## src/include/fsb_pkg.sv

```systemverilog
package fsb_pkg;
  localparam int AW = 24;
  localparam int DW = 16;
  // command words
  localparam logic [15:0] CMD_UNLOCK1 = 16'h00aa;
  localparam logic [15:0] CMD_UNLOCK2 = 16'h0055;
  localparam logic [15:0] CMD_BYP_ENTRY = 16'h0020;
  localparam logic [15:0] CMD_SUSPEND = 16'h00b0;
  localparam logic [15:0] CMD_RESUME = 16'h0030;
  localparam logic [15:0] CMD_PROG_SETUP = 16'h00a0;
  localparam logic [15:0] CMD_BYP_EXIT1 = 16'h0090;
  localparam logic [15:0] CMD_BYP_EXIT2 = 16'h0000;
  localparam logic [15:0] CMD_RESET = 16'h00f0;
  localparam logic [23:0] ADDR_UNLOCK1 = 24'h000555;
  localparam logic [23:0] ADDR_UNLOCK2 = 24'h0002aa;
  localparam logic [23:0] ADDR_ANY = 24'h000000;
  // bus timing at 100 MHz: strobe low and high phases
  localparam int CLK_NS = 10;
  localparam int WE_LOW_NS = 40;
  localparam int WE_HIGH_NS = 30;
  localparam int RD_NS = 80;
  localparam int WE_LOW_CYC = (WE_LOW_NS + CLK_NS - 1) / CLK_NS;
  localparam int WE_HIGH_CYC = (WE_HIGH_NS + CLK_NS - 1) / CLK_NS;
  localparam int RD_CYC = (RD_NS + CLK_NS - 1) / CLK_NS;
  localparam int CNT_W = 4;
  localparam logic [CNT_W-1:0] CNT_ONE = 4'h1;
  // suspend latencies the host waits out before using the array
  localparam int ERS_SUSP_US = 20;
  localparam int PRG_SUSP_US = 15;
  localparam int ERS_SUSP_CYC = ERS_SUSP_US * 1000 / CLK_NS;
  localparam int PRG_SUSP_CYC = PRG_SUSP_US * 1000 / CLK_NS;
  localparam int WAIT_W = 12;
  localparam int MAX_SECTOR_PROGS = 10;
  localparam int POLL_BIT = 7;
  // host-side operations
  typedef enum logic [3:0] {
    OP_READ = 4'h0, OP_ERS_SUSPEND = 4'h1, OP_ERS_RESUME = 4'h2,
    OP_PRG_SUSPEND = 4'h3, OP_PRG_RESUME = 4'h4, OP_BYP_ENTER = 4'h5,
    OP_BYP_PROGRAM = 4'h6, OP_BYP_EXIT = 4'h7, OP_ABORT_RESET = 4'h8
  } fsb_op_t;
  typedef struct packed {
    fsb_op_t op;
    logic [23:0] addr;
    logic [15:0] data;
  } fsb_req_t;
  typedef struct packed {
    logic [23:0] addr;
    logic [15:0] dOut;
    logic weN;
    logic oeN;
    logic ceN;
    logic dqOeN;
  } fsb_pins_t;
endpackage

```

## src/logic/fsb_bus_cycle.sv

```systemverilog
`timescale 1ns/1ns
`default_nettype none
// one asynchronous bus write or read, timed from clk_sys
module fsb_bus_cycle (
  input wire logic clk_sys,
  input wire logic srst,
  input wire logic start,
  input wire logic isRead,
  input wire logic [23:0] addr,
  input wire logic [15:0] data,
  input wire logic [15:0] dqIn,
  output fsb_pkg::fsb_pins_t pins,
  output logic done,
  output logic [15:0] rdData
);
  typedef enum logic [1:0] {
    BC_IDLE = 2'b00, BC_LOW = 2'b01, BC_HIGH = 2'b10
  } fsb_bc_t;
  fsb_bc_t st_q, st_d;
  logic [fsb_pkg::CNT_W-1:0] cnt_q, cnt_d;
  logic rd_q, rd_d;
  fsb_pkg::fsb_pins_t pins_q, pins_d;
  logic done_q, done_d;
  logic [15:0] rdData_q, rdData_d;

  // strobe sequencer; read data taken just before oe rises
  always_comb begin
    st_d = st_q;
    cnt_d = cnt_q;
    rd_d = rd_q;
    pins_d = pins_q;
    done_d = 1'b0;
    rdData_d = rdData_q;
    case (st_q)
      BC_IDLE: begin
        if (start) begin
          st_d = BC_LOW;
          rd_d = isRead;
          pins_d.addr = addr;
          pins_d.dOut = data;
          pins_d.ceN = 1'b0;
          pins_d.weN = isRead;
          pins_d.oeN = !isRead;
          pins_d.dqOeN = isRead; // low while we drive dq
          cnt_d = rd_d ? fsb_pkg::CNT_W'(fsb_pkg::RD_CYC)
                       : fsb_pkg::CNT_W'(fsb_pkg::WE_LOW_CYC);
        end
      end
      BC_LOW: begin
        if (cnt_q == fsb_pkg::CNT_ONE) begin
          st_d = BC_HIGH;
          if (rd_q) rdData_d = dqIn;
          pins_d.weN = 1'b1;
          pins_d.oeN = 1'b1;
          pins_d.ceN = 1'b1;
          cnt_d = fsb_pkg::CNT_W'(fsb_pkg::WE_HIGH_CYC);
        end else begin
          cnt_d = cnt_q - fsb_pkg::CNT_ONE;
        end
      end
      BC_HIGH: begin
        // hold data past we rise, then release the bus
        if (cnt_q == fsb_pkg::CNT_ONE) begin
          st_d = BC_IDLE;
          pins_d.dqOeN = 1'b1;
          done_d = 1'b1;
        end else begin
          cnt_d = cnt_q - fsb_pkg::CNT_ONE;
        end
      end
      default: st_d = BC_IDLE;
    endcase
  end

  always_ff @(posedge clk_sys) begin
    if (srst) begin
      st_q <= BC_IDLE;
      cnt_q <= '0;
      rd_q <= 1'b0;
      pins_q <= '{addr: '0, dOut: '0, weN: 1'b1, oeN: 1'b1, ceN: 1'b1, dqOeN: 1'b1};
      done_q <= 1'b0;
      rdData_q <= '0;
    end else begin
      st_q <= st_d;
      cnt_q <= cnt_d;
      rd_q <= rd_d;
      pins_q <= pins_d;
      done_q <= done_d;
      rdData_q <= rdData_d;
    end
  end

  assign pins = pins_q;
  assign done = done_q;
  assign rdData = rdData_q;
endmodule
`default_nettype wire

```

## src/logic/fsb_host_ctrl.sv

```systemverilog
`timescale 1ns/1ns
`default_nettype none
// Overview of operation
// - erase resume is one write of 0030h; repeated resumes harmless
// - program resume is one 0030h write; later suspend allowed
// - abort in accelerated mode uses full three-write reset
// - at most ten accelerated programs per sector; unprotect first (the host neither counts programs nor unprotects)
// - leave reduced-cycle mode with 90h then 00h
// - enter reduced-cycle mode: aa@555, 55@2aa, 20@555
// - reduced program: a0h setup then data at target
module fsb_host_ctrl (
  input wire logic clk_sys,
  input wire logic srst,
  input wire logic reqValid,
  input wire fsb_pkg::fsb_req_t req,
  input wire logic sectorErasing,
  input wire logic chipErasing,
  input wire logic programming,
  input wire logic accelRequest,
  input wire logic [15:0] dqIn,
  output logic reqReady,
  output logic reqRefused,
  output logic rspValid,
  output logic [15:0] rspData,
  output logic eraseSuspended,
  output logic progSuspended,
  output logic bypassActive,
  output logic accelOn,
  output fsb_pkg::fsb_pins_t pins
);
  typedef enum logic [2:0] {
    HS_IDLE = 3'b000, HS_WRITE = 3'b001, HS_WAIT_BUS = 3'b010,
    HS_SETTLE = 3'b011, HS_DONE = 3'b100
  } fsb_hs_t;
  fsb_hs_t st_q, st_d;
  fsb_pkg::fsb_req_t cur_q, cur_d;
  logic [1:0] idx_q, idx_d;
  logic [1:0] nWr_q, nWr_d;
  logic [fsb_pkg::WAIT_W-1:0] wait_q, wait_d;
  logic ersSusp_q, ersSusp_d, prgSusp_q, prgSusp_d, byp_q, byp_d, acc_q, acc_d;
  logic ready_q, ready_d, refused_q, refused_d, rsp_q, rsp_d;
  logic [15:0] rspData_q, rspData_d;
  logic busStart, busRead, busDone;
  logic [23:0] busAddr;
  logic [15:0] busData, busRd;
  logic ok;

  // write sequence table for the current operation
  always_comb begin
    busAddr = fsb_pkg::ADDR_ANY;
    busData = fsb_pkg::CMD_BYP_EXIT2;
    case (cur_q.op)
      fsb_pkg::OP_ERS_SUSPEND, fsb_pkg::OP_PRG_SUSPEND: busData = fsb_pkg::CMD_SUSPEND;
      fsb_pkg::OP_ERS_RESUME, fsb_pkg::OP_PRG_RESUME: busData = fsb_pkg::CMD_RESUME;
      fsb_pkg::OP_BYP_ENTER, fsb_pkg::OP_ABORT_RESET: begin
        // unlock pair then command at 555
        busAddr = (idx_q == 2'd1) ? fsb_pkg::ADDR_UNLOCK2 : fsb_pkg::ADDR_UNLOCK1;
        busData = (idx_q == 2'd0) ? fsb_pkg::CMD_UNLOCK1
                : (idx_q == 2'd1) ? fsb_pkg::CMD_UNLOCK2
                : (cur_q.op == fsb_pkg::OP_BYP_ENTER) ? fsb_pkg::CMD_BYP_ENTRY
                : fsb_pkg::CMD_RESET;
      end
      fsb_pkg::OP_BYP_PROGRAM: begin
        busAddr = (idx_q == 2'd0) ? fsb_pkg::ADDR_ANY : cur_q.addr;
        busData = (idx_q == 2'd0) ? fsb_pkg::CMD_PROG_SETUP : cur_q.data;
      end
      fsb_pkg::OP_BYP_EXIT: busData = (idx_q == 2'd0) ? fsb_pkg::CMD_BYP_EXIT1
                                                    : fsb_pkg::CMD_BYP_EXIT2;
      default: busAddr = cur_q.addr; // array or status read
    endcase
  end

  // legality of a request against tracked device state
  always_comb begin
    case (req.op)
      fsb_pkg::OP_ERS_SUSPEND: ok = sectorErasing && !chipErasing && !ersSusp_q;
      fsb_pkg::OP_ERS_RESUME: ok = ersSusp_q && !prgSusp_q;
      fsb_pkg::OP_PRG_SUSPEND: ok = programming && !prgSusp_q && !byp_q;
      fsb_pkg::OP_PRG_RESUME: ok = prgSusp_q;
      fsb_pkg::OP_BYP_ENTER: ok = !byp_q && !ersSusp_q && !prgSusp_q;
      fsb_pkg::OP_BYP_PROGRAM: ok = byp_q;
      fsb_pkg::OP_BYP_EXIT: ok = byp_q && !acc_q;
      fsb_pkg::OP_ABORT_RESET: ok = 1'b1;
      fsb_pkg::OP_READ: ok = !chipErasing;
      default: ok = 1'b0;
    endcase
  end

  // request sequencer and mode tracking
  always_comb begin
    st_d = st_q;
    cur_d = cur_q;
    idx_d = idx_q;
    nWr_d = nWr_q;
    wait_d = wait_q;
    ersSusp_d = ersSusp_q; // held through program and query
    prgSusp_d = prgSusp_q;
    byp_d = byp_q;
    acc_d = accelRequest; // pin level mirrors request
    ready_d = 1'b0;
    refused_d = 1'b0;
    rsp_d = 1'b0;
    rspData_d = rspData_q;
    busStart = 1'b0;
    busRead = 1'b0;
    if (accelRequest) byp_d = 1'b1;
    else if (acc_q) byp_d = 1'b0; // dropping the voltage restores normal mode
    case (st_q)
      HS_IDLE: begin
        ready_d = 1'b1;
        if (reqValid && ready_q) begin
          ready_d = 1'b0;
          if (!ok) begin
            refused_d = 1'b1;
          end else begin
            cur_d = req;
            idx_d = 2'd0;
            st_d = HS_WRITE;
            case (req.op)
              fsb_pkg::OP_BYP_ENTER, fsb_pkg::OP_ABORT_RESET: nWr_d = 2'd2;
              fsb_pkg::OP_BYP_PROGRAM, fsb_pkg::OP_BYP_EXIT: nWr_d = 2'd1;
              default: nWr_d = 2'd0;
            endcase
          end
        end
      end
      HS_WRITE: begin
        busStart = 1'b1;
        busRead = (cur_q.op == fsb_pkg::OP_READ);
        st_d = HS_WAIT_BUS;
      end
      HS_WAIT_BUS: begin
        if (busDone) begin
          if (idx_q != nWr_q) begin
            idx_d = idx_q + 2'd1;
            st_d = HS_WRITE;
          end else begin
            st_d = HS_DONE;
            wait_d = '0;
            case (cur_q.op)
              fsb_pkg::OP_ERS_SUSPEND: begin
                ersSusp_d = 1'b1;
                wait_d = fsb_pkg::WAIT_W'(fsb_pkg::ERS_SUSP_CYC);
              end
              fsb_pkg::OP_PRG_SUSPEND: begin
                prgSusp_d = 1'b1; // query leaves this set
                wait_d = fsb_pkg::WAIT_W'(fsb_pkg::PRG_SUSP_CYC);
              end
              fsb_pkg::OP_ERS_RESUME: ersSusp_d = 1'b0;
              fsb_pkg::OP_PRG_RESUME: prgSusp_d = 1'b0;
              fsb_pkg::OP_BYP_ENTER: byp_d = 1'b1;
              fsb_pkg::OP_BYP_EXIT: byp_d = 1'b0;
              default: ;
            endcase
            if (wait_d != '0) st_d = HS_SETTLE;
          end
        end
      end
      HS_SETTLE: begin
        // array not touched until the suspend latency has passed
        if (wait_q == fsb_pkg::WAIT_W'(1)) st_d = HS_DONE;
        wait_d = wait_q - fsb_pkg::WAIT_W'(1);
      end
      HS_DONE: begin
        rsp_d = 1'b1;
        rspData_d = busRd; // status bit seen here in erased sector
        st_d = HS_IDLE;
      end
      default: st_d = HS_IDLE;
    endcase
  end

  always_ff @(posedge clk_sys) begin
    if (srst) begin
      st_q <= HS_IDLE;
      cur_q <= '0;
      idx_q <= 2'd0;
      nWr_q <= 2'd0;
      wait_q <= '0;
      ersSusp_q <= 1'b0;
      prgSusp_q <= 1'b0;
      byp_q <= 1'b0;
      acc_q <= 1'b0;
      ready_q <= 1'b0;
      refused_q <= 1'b0;
      rsp_q <= 1'b0;
      rspData_q <= '0;
    end else begin
      st_q <= st_d;
      cur_q <= cur_d;
      idx_q <= idx_d;
      nWr_q <= nWr_d;
      wait_q <= wait_d;
      ersSusp_q <= ersSusp_d;
      prgSusp_q <= prgSusp_d;
      byp_q <= byp_d;
      acc_q <= acc_d;
      ready_q <= ready_d;
      refused_q <= refused_d;
      rsp_q <= rsp_d;
      rspData_q <= rspData_d;
    end
  end

  fsb_bus_cycle u_bus (
    .clk_sys(clk_sys),
    .srst(srst),
    .start(busStart),
    .isRead(busRead),
    .addr(busAddr),
    .data(busData),
    .dqIn(dqIn),
    .pins(pins),
    .done(busDone),
    .rdData(busRd)
  );

  assign reqReady = ready_q;
  assign reqRefused = refused_q;
  assign rspValid = rsp_q;
  assign rspData = rspData_q;
  assign eraseSuspended = ersSusp_q;
  assign progSuspended = prgSusp_q;
  assign bypassActive = byp_q;
  assign accelOn = acc_q;
endmodule
`default_nettype wire

```

## config.mk

```make
export PLATFORM = sky130hd
export DESIGN_NAME = fsb_host_ctrl
export DESIGN_NICKNAME = d
export VERILOG_FILES = /design/src/include/fsb_pkg.sv /design/src/logic/fsb_bus_cycle.sv /design/src/logic/fsb_host_ctrl.sv
export SDC_FILE = /design/constraint.sdc
export NUM_CORES = 1
export LEC_CHECK = 0
export CAP_MARGIN = 5
export CORE_MARGIN = 10
export CORE_UTILIZATION = 40
export DETAILED_ROUTE_END_ITERATION = 10
export DONT_BUFFER_PORTS = 1
export GPL_TIMING_DRIVEN = 0
export SLEW_MARGIN = 10
export SYNTH_ARGS = -nofsm -noshare
export SYNTH_HDL_FRONTEND = slang
export SYNTH_SLANG_ARGS = --single-unit
```

## constraint.sdc

```tcl
create_clock -name clk_sys -period 3.45 [get_ports clk_sys]
set_input_delay 0.69 -clock clk_sys [delete_from_list [all_inputs] [get_ports clk_sys]]
set_output_delay 0.69 -clock clk_sys [all_outputs]
set_load 0.03 [all_outputs]
```

==> Word level (Yosys, flattened, before mapping) <==
Cells that the tools add are included.
{ "word_totals": {"reg_bits": 154, "in_bits": 67, "elab_cells": 176} }
{ "op_classes": {"n_addsub": 3, "eq_ne": 36, "muxes": 58, "bitwise_logic": 4, "n_reduce_logical": 49} }
{ "op_table": {"columns": ["cell", "n"], "rows": [
  ["$pmux 16 s5", 1],
  ["$pmux 24 s3", 1],
  ["$mux 12", 5],
  ["$eq 4x3->1 const B", 8],
  ["$mux 8", 4],
  ["$mux 24", 1],
  ["$pmux 12 s2", 1],
  ["$pmux 11 s2", 1],
  ["$mux 3", 7],
  ["$reduce_and 3->1", 7],
  ["$mux 4", 5],
  ["$eq 4x2->1 const B", 4],
  ["$mux 16", 1],
  ["$mux 2", 7],
  ["$ne 2x2->1 const B", 7],
  ["$reduce_or 2->1", 7],
  ["$eq 12x1->1 const B", 1],
  ["$eq 4x1->1 const B", 3],
  ["$mux 1", 12],
  ["$pmux 3 s4", 1],
  ["$pmux 4 s3", 1],
  ["$reduce_and 4->1", 3],
  ["$reduce_bool 12->1", 1],
  ["$reduce_bool 2->1", 6],
  ["28 further kinds", 55]
]} }

==> Longest topological paths before layout <==
{ "depth": {"word_depth": 10, "mapped_depth": 9, "mapped_depth_nobuf": 8} }

==> By module <==
From an unflattened synthesis, not the netlist that was laid out.
{ "unflattened": {"hier_cells": 859, "area_unflattened_um2": 7215.7} }
{ "modules_own_cells": {"columns": ["mod", "n_inst", "cells_each", "area_per_inst_um2"], "rows": [
  ["fsb_host_ctrl", 1, 527, 4551.9],
  ["fsb_bus_cycle", 1, 332, 2663.8]
]} }

==> Worst setup path before layout <==
Ideal clock, no wire load.
{ "synth_path": {"path_kind": "input port to flip-flop", "startpoint": "input port req[42] (netlist name)", "endpoint": "register cur_q[43] (netlist name)", "arrival_time_ns": 2.155, "path_slack_ns": 1.167, "path_stages": 9, "path_cell_list": "nor3b_1 > o211a_1 > o31ai_1 > a211o_1 > buf_4 > buf_6 > buf_8 > mux2i_1 > nor2_1"} }
{ "synth_between": {"elab_chain_len": 3, "elab_cells_between_ends": 11} }
{ "synth_rtl": {"columns": ["element", "line_no", "rtl"], "rows": [
  ["start, declared", "fsb_host_ctrl.sv:15", "input wire fsb_pkg::fsb_req_t req,"],
  ["$eq 4x4->1, or another cell as far along", "fsb_host_ctrl.sv:75", "case (req.op)"],
  ["$pmux 1 s9 (*)", "fsb_host_ctrl.sv:75", null],
  ["$reduce_and 3->1 (no line) (*)", null, null],
  ["end signal, assigned", "fsb_host_ctrl.sv:190", "cur_q <= cur_d;"],
  ["end, declared", "fsb_host_ctrl.sv:36", "fsb_pkg::fsb_req_t cur_q, cur_d;"]
]} }
Every way passes the cells marked *; elsewhere a longest branch is shown, timed or not.
A chain may end at the register's enable or synchronous reset.

==> Worst setup path after layout <==
{ "layout_path": {"startpoint": "register idx_q[0]", "endpoint": "register u_bus.pins_q, in the netlist u_bus.pins[37]"} }
{ "layout_between": {"elab_chain_len": 3} }
{ "layout_rtl": {"columns": ["element", "line_no", "rtl"], "rows": [
  ["start, declared", "fsb_host_ctrl.sv:37", "logic [1:0] idx_q, idx_d;"],
  ["start signal, assigned", "fsb_host_ctrl.sv:191", "idx_q <= idx_d;"],
  ["$logic_not 2->1", "fsb_host_ctrl.sv:64", "busAddr = (idx_q == 2'd0) ? fsb_pkg::ADDR_ANY : cur_q.addr;"],
  ["$mux 24", "fsb_host_ctrl.sv:64", null],
  ["$pmux 24 s3", "fsb_host_ctrl.sv:52", "case (cur_q.op)"],
  ["end signal, assigned", "fsb_bus_cycle.sv:80", "pins_q <= '{addr: '0, dOut: '0, weN: 1'b1, oeN: 1'b1, ceN: 1'b1, dqOeN: 1'b1};"],
  ["end signal, assigned", "fsb_bus_cycle.sv:87", "pins_q <= pins_d;"],
  ["end, declared", "fsb_bus_cycle.sv:22", "fsb_pkg::fsb_pins_t pins_q, pins_d;"]
]} }
No other way between the ends.

==> metrics.yaml <==
tritoncts: "yes"
dr.pass1.iters: 5
crit_family: "compound AO/OA/AOI/OAI gates"
clock_latency_ps: 430
synth-warning-count: 0
die_area_um2: 21670
vias: 5405
cts_root_buf: "clkbuf_16"
swShare: 0.2388
grt_pass1_wl_mm: 28.91
postCtsSetupBuffers: 0
area_growth_pct: 13.16
max_freq_mhz: 397.7
grt_usage: 0.1672
start_util: 0.4075
critPathCaptureType: "flop"
tns_ps: 0
worstPathBufferInverterCount: 2
hold_slack_ps: 390.7
overflow: 0
synth_area_per_cell_um2: 8.332
finClkSkew_ps: 14.32
drtAntennaViolNets: 0
antenna_found_initial: 0
ctsHtreeMaxLevel: 4
synth_flop_cell: "dfxtp_1"
maxSlewViolCount: 0
syn_area_um2: 6474
wire_per_inst_um: 17.91
final_hold_viol_count: 0
period_minus_slack_ps: 2515
route.detailed.drc: 0
drt_iter0_markers: 390
path_max_fanout: 10
grt_pass1_vias: 5171
clk_path_buf_depth: 2
synthArstFlopShare: 0
required_ps: 3810
slowest_stage: "o22ai_1"
ys_types: 59
n_antenna_cell: 0
cts_sinks: 154
rows: 46
synthCells: 777
internal_power_mw: 2.995
power_frac_comb: 0.058
coreArea_um2: 15890
worst_pin_slew_ps: 949.0
postCtsHoldBufs: 0
switching_power_mw: 0.9393
cts_made_buffers: 17
detailed_place.area_um2: 6744
path_class: "flop to flop"
rsz0062_at_grt: "no"
hp-class: "input port to flop"
ir_drop_v: 0.0003617
pwr-share-seq: 0.474
setup_viol: 0
port_buffers: 0
synth_edf_count: 0
fin_util: 0.4612
crit_path_start_kind: "flop"
synth_fp_nets: 854
die_h_um: 147.2
critPathArrivalTime_ps: 2870
power_frac_clock: 0.468
worstPathCellList: "inv_1 -> ha_1 -> nor2_1 -> a21oi_1 -> o22ai_1 -> clkbuf_1 -> nand3_1 -> a21oi_1"
drt-total-wl_mm: 18.36
vias_per_cell: 5.273
clkTransAtPathRegs_ps: 60
dp_hpwl_mm: 13.45
worst_path_most_repeated_cell: "a21oi_1"
fin_nets: 873
fin_crit_sh: 0.7289
maxCapViolations: 0
status: "completed"
maxSlewHeadroom: 0.3615
io_pins: 134
ctsResizeCount: 0
layout-drive-gt1-share: 0.06428
post-route-cell-area_um2: 7326
synth-seq-cells: 154
gp_congestion: 0.8549
power.density_nw_per_um2: 537.0
critPathMaxStageDelay_ps: 590
grt_max_degree: 17
ys_seq_area_frac: 0.4762
die_x_um: 147.2
p_leak_nw: 2.848
[metrics by stage]
step | instances | total power, mW | setup WS (ps)
finish | 1025 | 3.934 | 935.5
global route | 1025 | 4.078 | 666.2
CTS | 1025 | 3.971 | 912.1
detailed placement | 993 | 2.130 | 860.9
global placement | 993 | 2.129 | 858.8
floorplan | 777 | 2.063 | 1167
[cell families (layout without fill, tap and decap cells)]
group | after synthesis | after routing | synth area share
flip-flops | 154 | 154 | 0.4762
buffers and inverters | 71 | 103 | 0.04890
adder cells (fa/ha/maj) | 10 | 10 | 0.01933
AND/OR/NAND/NOR | 298 | 298 | 0.2033
AO/OA/AOI/OAI | 192 | 192 | 0.1726
multiplexers | 47 | 47 | 0.07286
XOR/XNOR | 5 | 5 | 0.006766
[layout by cell type (no fill, tap or decap), types with 17 or more instances in the layout]
| master | Yosys | final |
|---|---|---|
| a21oi_1 | 98 | 98 |
| clkbuf_1 | 34 | 37 |
| clkbuf_16 | 0 | 17 |
| dfxtp_1 | 154 | 154 |
| inv_1 | 22 | 22 |
| mux2i_1 | 46 | 46 |
| nand2_1 | 119 | 119 |
| nand3_1 | 21 | 21 |
| nor2_1 | 100 | 100 |
| o21ai_0 | 40 | 40 |
[cells in the mapped netlist, types with 3 or more instances]
cell type    n  share of area
o21ai_0     40          0.031
nand3_1     21          0.016
nor4_1       4         0.0039
o22ai_1      6         0.0058
buf_2        7         0.0054
nor2_1     100          0.058
mux2i_1     46          0.071
xnor2_1      3         0.0041
dfxtp_1    154           0.48
nand2_1    119          0.069
nor2b_1      4         0.0039
buf_4        3         0.0035
a22oi_1     13          0.015
inv_1       22          0.013
nor3b_1      7         0.0081
nand2b_1     8         0.0077
a31oi_1      4         0.0039
or3_1        7         0.0068
nor3_1      13          0.010
ha_1        10          0.019
a21oi_1     98          0.076
a211oi_1     8         0.0093
clkbuf_1    34          0.020
[worst reg2reg max path: stages, from the launching register on]
cell and delay [ps]:
dfxtp_1 480, inv_1 100, ha_1 290, nor2_1 130, a21oi_1 50, o22ai_1 590
clkbuf_1 510, nand3_1 150, a21oi_1 150
[flip-flops by register name (all words and copies together), names as in the netlist, 2 cells and up]
signal,count
cur_q,44
u_bus.cnt_q,4
rspData,16
u_bus.rdData,16
u_bus.pins,44
wait_q,12
nWr_q,2
u_bus.st_q,2
idx_q,2
st_q,3
[power groups by stage]
stage	Combinational (mW)	Sequential (mW)	Clock, mW
global placement	0.225	1.90	0
CTS	0.227	1.86	1.88
global route	0.254	1.87	1.96
detailed placement	0.226	1.90	0
floorplan	0.170	1.89	0
finish	0.227	1.86	1.84
[per-layer routing]
layer / vias to the layer above / routed length [um] / part of all wire / global-route usage
met2: 134 / 8895 / 0.48 / 0.2714
li1: 2719 / - / - / -
met3: 25 / 1308 / 0.071 / 0.06296
met5: - / 0 / 0 / 0
met1: 2527 / 7753 / 0.42 / 0.1954
met4: 0 / 400 / 0.022 / 0.06591
[final timing paths]
| path | to | cells after the start | slack [ps] | start |
|---|---|---|---|---|
| setup / recovery | u_bus.pins[37] | 8 | 940 | idx_q[0] |
| setup reg to reg | u_bus.pins[37] | 8 | 940 | idx_q[0] |
| hold reg to reg | rspData[14] | 2 | 450 | u_bus.rdData[14] |
| hold / removal | u_bus.rdData[11] | 2 | 390 | dqIn[11] |
[layout make-up]
class	count	area [um2]
fill	1651	8559
sequential	154	3083
multi-input combinational	552	3074
clock buffer	22	464.2
tap	216	270.3
buffer	49	234.0
clock inverter	10	117.6
inverter	22	82.58
(Power assumes the default switching activity.)
